==> config.mk <==
export PLATFORM = sky130hd
export DESIGN_NAME = srcc_status
export DESIGN_NICKNAME = d
export VERILOG_FILES = /design/src/srcc_pkg.sv /design/src/srcc_status.sv
export VERILOG_INCLUDE_DIRS = /design/src
export SDC_FILE = /design/constraint.sdc
export NUM_CORES = 1
export LEC_CHECK = 0
export BUFFER_PORTS_ARGS = -buffer_cell sky130_fd_sc_hd__clkbuf_2
export CORE_MARGIN = 2
export CORE_UTILIZATION = 57
export DETAILED_ROUTE_END_ITERATION = 16
export HOLD_SLACK_MARGIN = 0.08
export PLACE_DENSITY = 0.92
export SLEW_MARGIN = 20
export SYNTH_ARGS = -nofsm -noshare
export SYNTH_HDL_FRONTEND = slang
export SYNTH_SLANG_ARGS = --single-unit
==> constraint.sdc <==
create_clock -name clk_in -period 5.2 [get_ports clk_in]
set_clock_uncertainty 0.05 [all_clocks]
set_input_delay 0 -clock clk_in [delete_from_list [all_inputs] [get_ports clk_in]]
set_output_delay 0 -clock clk_in [all_outputs]
set_load 0.1 [all_outputs]
==> src/srcc_regs.svh <==
// Constants for the status reporting and common command block
`ifndef SRCC_REGS_SVH
`define SRCC_REGS_SVH

// ==========================================================
// Event status bit positions
`define SRCC_ESR_OPC_BIT 3'h0
`define SRCC_ESR_QYE_BIT 3'h2
`define SRCC_ESR_DDE_BIT 3'h3
`define SRCC_ESR_EXE_BIT 3'h4
`define SRCC_ESR_CME_BIT 3'h5
`define SRCC_ESR_PON_BIT 3'h7
`define SRCC_ESR_USED    8'hBD

// ==========================================================
// Status byte bit positions and masks
`define SRCC_STB_MAV_BIT 3'h4
`define SRCC_STB_ESB_BIT 3'h5
`define SRCC_STB_MSS_BIT 3'h6
`define SRCC_SRE_USED    8'hBF

// ==========================================================
// Reset values
`define SRCC_ESE_RST  16'h0000
`define SRCC_SRE_RST  8'h00
`define SRCC_ESR_RST  8'h00

// ==========================================================
// Identification and operation-complete response fields
`define SRCC_IDN_ZERO 8'h30
`define SRCC_IDN_COMMA 8'h2C
`define SRCC_OPC_CHAR 8'h31

`endif

==> src/srcc_pkg.sv <==
// Types for the status reporting and common command block
package srcc_pkg;

	typedef enum logic [3:0]
	{
		SRCC_CMD_NONE  = 4'h0,
		SRCC_CMD_CLS   = 4'h1,
		SRCC_CMD_ESE   = 4'h2,
		SRCC_CMD_ESEQ  = 4'h3,
		SRCC_CMD_ESRQ  = 4'h4,
		SRCC_CMD_IDNQ  = 4'h5,
		SRCC_CMD_OPC   = 4'h6,
		SRCC_CMD_OPCQ  = 4'h7,
		SRCC_CMD_RST   = 4'h8,
		SRCC_CMD_SRE   = 4'h9,
		SRCC_CMD_SREQ  = 4'hA,
		SRCC_CMD_STBQ  = 4'hB
	} srcc_cmd_e;

	typedef enum logic [1:0]
	{
		SRCC_OPC_IDLE  = 2'h0,
		SRCC_OPC_WATCH = 2'h1,
		SRCC_OPC_QUERY = 2'h2,
		SRCC_OPC_BOTH  = 2'h3
	} srcc_opc_e;

	typedef struct packed
	{
		logic [15:0] event_status_enable;
		logic [7:0]  service_request_enable;
		logic [7:0]  event_status;
		srcc_opc_e   opc_state;
		logic        pon_pending;
		logic        err_clear;
		logic        dflt_load;
		logic [15:0] resp_data;
		logic        resp_valid;
		logic        resp_idn;
		logic [7:0]  stb;
	} srcc_state_s;

endpackage

==> src/srcc_status.sv <==
// Status reporting core behind the IEEE 488.2 common commands
//
// How it works
// - Clear status zeroes error queue and event status save same-cycle QYE/DDE/EXE/CME events, and so status byte bit 5; MAV bit 4 still follows its input.
// - Clear status leaves both enable masks untouched.
// - Clear status ends any operation-complete monitoring in progress.
// - Event enable write stores ones as enabled, zeros as masked.
// - Enabled event bits OR into status byte bit 5.
// - Event enable holds 16 bits; only the low 8 take effect.
// - Event layout OPC0 QYE2 DDE3 EXE4 CME5 PON7; bits 1,6 zero.
// - Event status query returns the register's present value.
// - Monitoring start with nothing pending sets OPC at once.
// - Monitoring start while pending clears OPC; set when all done.
// - Operation-complete query answers ASCII 1 once nothing pending.
// - Reset command pulses the load of all routing defaults.
// - Service request enable write stores ones enabled, zeros masked.
// - Service request enable is 8 bits; bit 6 reads zero.
// - Enabled status byte bits OR into master summary bit 6.
// - Status byte: MAV bit 4, ESB bit 5, MSS bit 6, others zero.
// - Enable mask queries return the stored mask value.
// - Identification answers maker and model fields only, in one 16-bit word.
`timescale 1ns/100ps
`include "srcc_regs.svh"

module srcc_status
#(
	// Arbitrary neutral identity values, one byte per field
	parameter logic [7:0] MAKER_CODE = 8'h4D,
	parameter logic [7:0] MODEL_CODE = 8'h53,
	parameter logic [7:0] REV_CODE   = 8'h41
)
(
	input  wire logic        clk_in,
	input  wire logic        rst_in,
	input  wire logic [3:0]  cmd_in,
	input  wire logic [15:0] cmd_data_in,
	input  wire logic        pending_in,
	input  wire logic        msg_avail_in,
	input  wire logic        qye_event_in,
	input  wire logic        dde_event_in,
	input  wire logic        exe_event_in,
	input  wire logic        cme_event_in,
	output logic [15:0]      resp_data_out,
	output logic             resp_valid_out,
	output logic             resp_idn_out,
	output logic [7:0]       stb_out,
	output logic             err_clear_out,
	output logic             dflt_load_out,
	output logic             srq_out
);

	srcc_pkg::srcc_state_s q;
	srcc_pkg::srcc_state_s d;
	srcc_pkg::srcc_cmd_e   cmd;
	logic [7:0]            ev_set;
	logic [7:0]            esr_next;
	logic                  esb;
	logic                  mss;
	logic [7:0]            stb_low;

	assign cmd = srcc_pkg::srcc_cmd_e'(cmd_in);

	// ==========================================================
	// Combinational next state
	always_comb
	begin
		d = q;
		d.resp_valid = 1'b0;
		d.resp_idn = 1'b0;
		d.err_clear = 1'b0;
		d.dflt_load = 1'b0;

		ev_set = 8'h00;
		ev_set[`SRCC_ESR_QYE_BIT] = qye_event_in;
		ev_set[`SRCC_ESR_DDE_BIT] = dde_event_in;
		ev_set[`SRCC_ESR_EXE_BIT] = exe_event_in;
		ev_set[`SRCC_ESR_CME_BIT] = cme_event_in;
		ev_set[`SRCC_ESR_PON_BIT] = q.pon_pending;
		d.pon_pending = 1'b0;

		// Completion while watching
		// Watch and waiting query are kept apart so one never cancels the other
		if (!pending_in && (q.opc_state == srcc_pkg::SRCC_OPC_WATCH ||
			q.opc_state == srcc_pkg::SRCC_OPC_BOTH))
			ev_set[`SRCC_ESR_OPC_BIT] = 1'b1;

		esr_next = q.event_status;

		if (!pending_in && (q.opc_state == srcc_pkg::SRCC_OPC_QUERY ||
			q.opc_state == srcc_pkg::SRCC_OPC_BOTH))
		begin
			d.resp_data = {8'h00, `SRCC_OPC_CHAR};
			d.resp_valid = 1'b1;
		end
		if (!pending_in)
			d.opc_state = srcc_pkg::SRCC_OPC_IDLE;

		case (cmd)
			srcc_pkg::SRCC_CMD_CLS:
			begin
				esr_next = `SRCC_ESR_RST;
				d.err_clear = 1'b1;
				d.opc_state = srcc_pkg::SRCC_OPC_IDLE;
				ev_set[`SRCC_ESR_OPC_BIT] = 1'b0;
			end
			srcc_pkg::SRCC_CMD_ESE:
				d.event_status_enable = cmd_data_in;
			srcc_pkg::SRCC_CMD_ESEQ:
			begin
				d.resp_data = q.event_status_enable;
				d.resp_valid = 1'b1;
			end
			srcc_pkg::SRCC_CMD_ESRQ:
			begin
				d.resp_data = {8'h00, q.event_status};
				d.resp_valid = 1'b1;
			end
			srcc_pkg::SRCC_CMD_IDNQ:
			begin
				d.resp_data = {MAKER_CODE, MODEL_CODE};
				d.resp_valid = 1'b1;
				d.resp_idn = 1'b1;
			end
			srcc_pkg::SRCC_CMD_OPC:
			begin
				if (pending_in)
				begin
					esr_next[`SRCC_ESR_OPC_BIT] = 1'b0;
					ev_set[`SRCC_ESR_OPC_BIT] = 1'b0;
					if (q.opc_state == srcc_pkg::SRCC_OPC_QUERY ||
						q.opc_state == srcc_pkg::SRCC_OPC_BOTH)
						d.opc_state = srcc_pkg::SRCC_OPC_BOTH;
					else
						d.opc_state = srcc_pkg::SRCC_OPC_WATCH;
				end
				else
				begin
					ev_set[`SRCC_ESR_OPC_BIT] = 1'b1;
					d.opc_state = srcc_pkg::SRCC_OPC_IDLE;
				end
			end
			srcc_pkg::SRCC_CMD_OPCQ:
			begin
				if (pending_in)
				begin
					if (q.opc_state == srcc_pkg::SRCC_OPC_WATCH ||
						q.opc_state == srcc_pkg::SRCC_OPC_BOTH)
						d.opc_state = srcc_pkg::SRCC_OPC_BOTH;
					else
						d.opc_state = srcc_pkg::SRCC_OPC_QUERY;
				end
				else
				begin
					d.resp_data = {8'h00, `SRCC_OPC_CHAR};
					d.resp_valid = 1'b1;
				end
			end
			srcc_pkg::SRCC_CMD_RST:
				d.dflt_load = 1'b1;
			srcc_pkg::SRCC_CMD_SRE:
				d.service_request_enable = cmd_data_in[7:0] & `SRCC_SRE_USED;
			srcc_pkg::SRCC_CMD_SREQ:
			begin
				d.resp_data = {8'h00, q.service_request_enable};
				d.resp_valid = 1'b1;
			end
			srcc_pkg::SRCC_CMD_STBQ:
			begin
				d.resp_data = {8'h00, q.stb};
				d.resp_valid = 1'b1;
			end
			default:
			begin
			end
		endcase

		// Set wins over clear, except clear status drops OPC and power-on events
		if (cmd == srcc_pkg::SRCC_CMD_CLS)
			d.event_status = (ev_set & 8'h7C) & `SRCC_ESR_USED;
		else
			d.event_status = (esr_next | ev_set) & `SRCC_ESR_USED;

		esb = |(d.event_status & d.event_status_enable[7:0]);
		stb_low = 8'h00;
		stb_low[`SRCC_STB_MAV_BIT] = msg_avail_in;
		stb_low[`SRCC_STB_ESB_BIT] = esb;
		mss = |(stb_low & d.service_request_enable & `SRCC_SRE_USED);
		d.stb = stb_low;
		d.stb[`SRCC_STB_MSS_BIT] = mss;
	end

	// ==========================================================
	// State register
	always_ff @(posedge clk_in)
	begin
		if (rst_in)
		begin
			// Masks only change here or on write
			q.event_status_enable <= `SRCC_ESE_RST;
			q.service_request_enable <= `SRCC_SRE_RST;
			q.event_status <= `SRCC_ESR_RST;
			q.opc_state <= srcc_pkg::SRCC_OPC_IDLE;
			q.pon_pending <= 1'b1;
			q.err_clear <= 1'b0;
			q.dflt_load <= 1'b0;
			q.resp_data <= 16'h0000;
			q.resp_valid <= 1'b0;
			q.resp_idn <= 1'b0;
			q.stb <= 8'h00;
		end
		else
			q <= d;
	end

	// ==========================================================
	// Outputs
	assign resp_data_out = q.resp_data;
	assign resp_valid_out = q.resp_valid;
	assign resp_idn_out = q.resp_idn;
	assign stb_out = q.stb;
	assign err_clear_out = q.err_clear;
	assign dflt_load_out = q.dflt_load;
	assign srq_out = q.stb[`SRCC_STB_MSS_BIT];

endmodule

==> impl_metrics.tcl <==
set metrics [dict create \
    outcome "complete, no violations" \
    yosysSeqAreaShare_pct 44.7 \
    syn_to_final_growth_pct 17.8 \
    initial_utilization_pct 60.3 \
    layout_commonest_cell "dfxtp_1" \
    power.density_mw_per_mm2 325 \
    grt_pass1_wl_um 10000 \
    slew_headroom_pct 33.5 \
    yosysUniqueCellTypes 43 \
    hold_path_class "in -> reg" \
    min_period_ns 2.01 \
    final_cell_mix "dfxtp_1 (55), clkbuf_2 (51), nor2_1 (42)" \
    synth_xor_area_share_pct 0 \
    synthSimpleGateAreaFrac_pct 20.2 \
    critical_path_buf_inv_count 1 \
    design_area_mm2 0.00290 \
    synthesis.area_mm2 0.00246 \
    avgRoutedWirePerCell_um 15.8 \
    yosys.area_share.adder_pct 0 \
    place_congestion 0.908 \
    rows 23 \
    cts_resized 0 \
    postCtsSetupBuffers 0 \
    htree_levels 2 \
    synthMuxAreaShare_pct 4.88 \
    drt_iter0_drc 212 \
    grt_usage_pct 25.9 \
    critPathKind "in -> reg" \
    synthArstFlopShare_pct 0 \
    total_power_w 0.000943 \
    max_freq_mhz 496 \
    ioPinCount 57 \
    cp_top_family "simple AND/OR/NAND/NOR gates" \
    cts_buffers 5 \
    drt_pass1_iterations 4 \
    synth_compound_area_share_pct 18.8 \
    drv_slew 0 \
    cts_buffer_depth 2 \
    grt_max_degree 51 \
    grt-ovfl-total 0 \
    cts_sinks 55 \
    detail_route.drc_violations 0 \
    path_cells "clkbuf_2 > nor4b_4 > mux2i_1 > o22ai_1 > a21o_1 > o41a_1" \
    port_buffers 51 \
    netlist_instances 291 \
    clock-root-buffer "clkbuf_8" \
    peakVddDrop_mv 0.282 \
    via_count 2217 \
    grt_pass1_vias 2129 \
    final.setup.tns_ns 0 \
    hpwl_um 4010 \
    synth.avg_cell_area_um2 8.47 \
    synth_edf_count 0 \
    cts_tree "yes" \
    hold_viol_final 0 \
    die_h_um 69.7 \
    dpl_cell_area_mm2 0.00254 \
    placed_cells 355 \
    critPathMaxFanout 22 \
    vias_per_cell 5.76 \
    worstMarginPinSlew_ns 0.990 \
    maxCapViolCount 0 \
    antenna_found_initial 0 \
    cp-end-kind "flop" \
    drive_above_1_share_pct 19.7 \
    rsz0062_at_grt "no" \
    yosys_register_bits 55 \
    dieArea_mm2 0.00486 \
    clk_latency_ns 0.31 \
    post-route-period-util_pct 38.7 \
    diodes 0 \
    synth_top_family_by_area "simple AND/OR/NAND/NOR gates" \
    cpMaxStageDelayCell "nor4b_4" \
    final_nets 362 \
    synth_flop_cell "dfxtp_1" \
    cp.arrival_ns 2.17 \
    slowest_delay_ns 0.92 \
    p_leak_nw 1.17 \
    stdcell_count 385 \
    ant_nets 0 \
    cp.required_ns 5.36 \
    setup_viol 0 \
    coreArea_mm2 0.00409 \
    clk_pin_slew_ns 0.10 \
    worstSetupStartpointType "primary input" \
    yosysWarnings 0 \
    die_x_um 69.7 \
    routed_wl_um 6090 \
]
-- layout make-up --
cell class | count | area, µm²
clock inverter | 3 | 71.3
timing repair buffer | 73 | 475
sequential | 55 | 1100
clock buffer | 5 | 68.8
multi-input combinational | 193 | 1100
inverter | 6 | 22.5
tap | 50 | 62.6
fill | 298 | 1180
-- worst paths after layout --
check	cells after the start	slack, ns	from	to
max	6	3.19	cmd_in[2]	stb_out[6]
min reg2reg	2	0.41	q[59]	q[59]
min	2	0.16	cmd_in[1]	resp_data_out[5]
max reg2reg	5	3.48	q[30]	resp_data_out[14]
-- routing by layer --
| metal | vias to the layer above | GRT usage (%) | wire [µm] |
|---|---|---|---|
| met2 | 95 | 42.3 | 3010 |
| li1 | 1062 | - | - |
| met5 | - | 0 | 0 |
| met3 | 18 | 8.58 | 452 |
| met4 | 0 | 13.7 | 220 |
| met1 | 1042 | 30.0 | 2410 |
-- repair_timing --
item,4_1_cts,5_1_grt
setup endpoints to repair,0,0
hold endpoints to repair,31,0
hold buffers,22,0
-- kinds of logic after synthesis --
group | count (synthesis)
DFF | 55
other | 1
AOI/OAI and AO/OA | 69
buffers and inverters | 47
and+or+nand+nor | 107
muxes | 12
-- where the power goes --
group          internal (W)  total, W  switching (W)
registers          0.000434  0.000443     0.00000855
clock network      0.000195  0.000344       0.000149
logic             0.0000429  0.000156       0.000113
-- registers in the layout, indices dropped and copies added (netlist names) --
| register | flops |
|---|---|
| resp_idn_out | 1 |
| q | 31 |
| resp_valid_out | 1 |
| dflt_load_out | 1 |
| stb_out | 3 |
| err_clear_out | 1 |
| resp_data_out | 16 |
| ev_set | 1 |
-- stage by stage --
stage                     worst slack (ns)  utilization [%]  hold slack [ns]
final                                 3.19             71.0            0.160
after global routing                  3.03             71.0            0.208
after CTS                             3.22             71.0            0.146
after detailed placement              2.90             62.2            0.180
after global placement                2.98             62.2            0.178
after floorplan                       3.51                -          -0.0223
-- synthesized netlist by cell type (2+ instances only) --
master      n  area share [%]
nor3_1      5             1.0
and2_1      2            0.51
o22ai_1     4             1.0
nand2b_1    4             1.0
inv_2       2            0.30
nand3_1     2            0.41
nor2b_1     9             2.3
a2bb2oi_1   3             1.1
and3_1      2            0.51
a221oi_1    6             2.1
buf_1       2            0.30
o2bb2ai_1   2            0.71
a22oi_1     7             2.1
buf_2       3            0.61
a32oi_1     2            0.71
a21oi_2     2            0.71
mux2i_1    12             4.9
buf_4      24             7.3
nor2_1     42             6.4
dfxtp_1    55              45
o21ai_1     4            0.81
a31oi_1     2            0.51
o21ai_0     6             1.2
nor3b_1     3            0.91
nand2_1    34             5.2
inv_1       3            0.46
clkbuf_1   11             1.7
a21oi_1    23             4.7
Power figures use the tool's default switching activity.
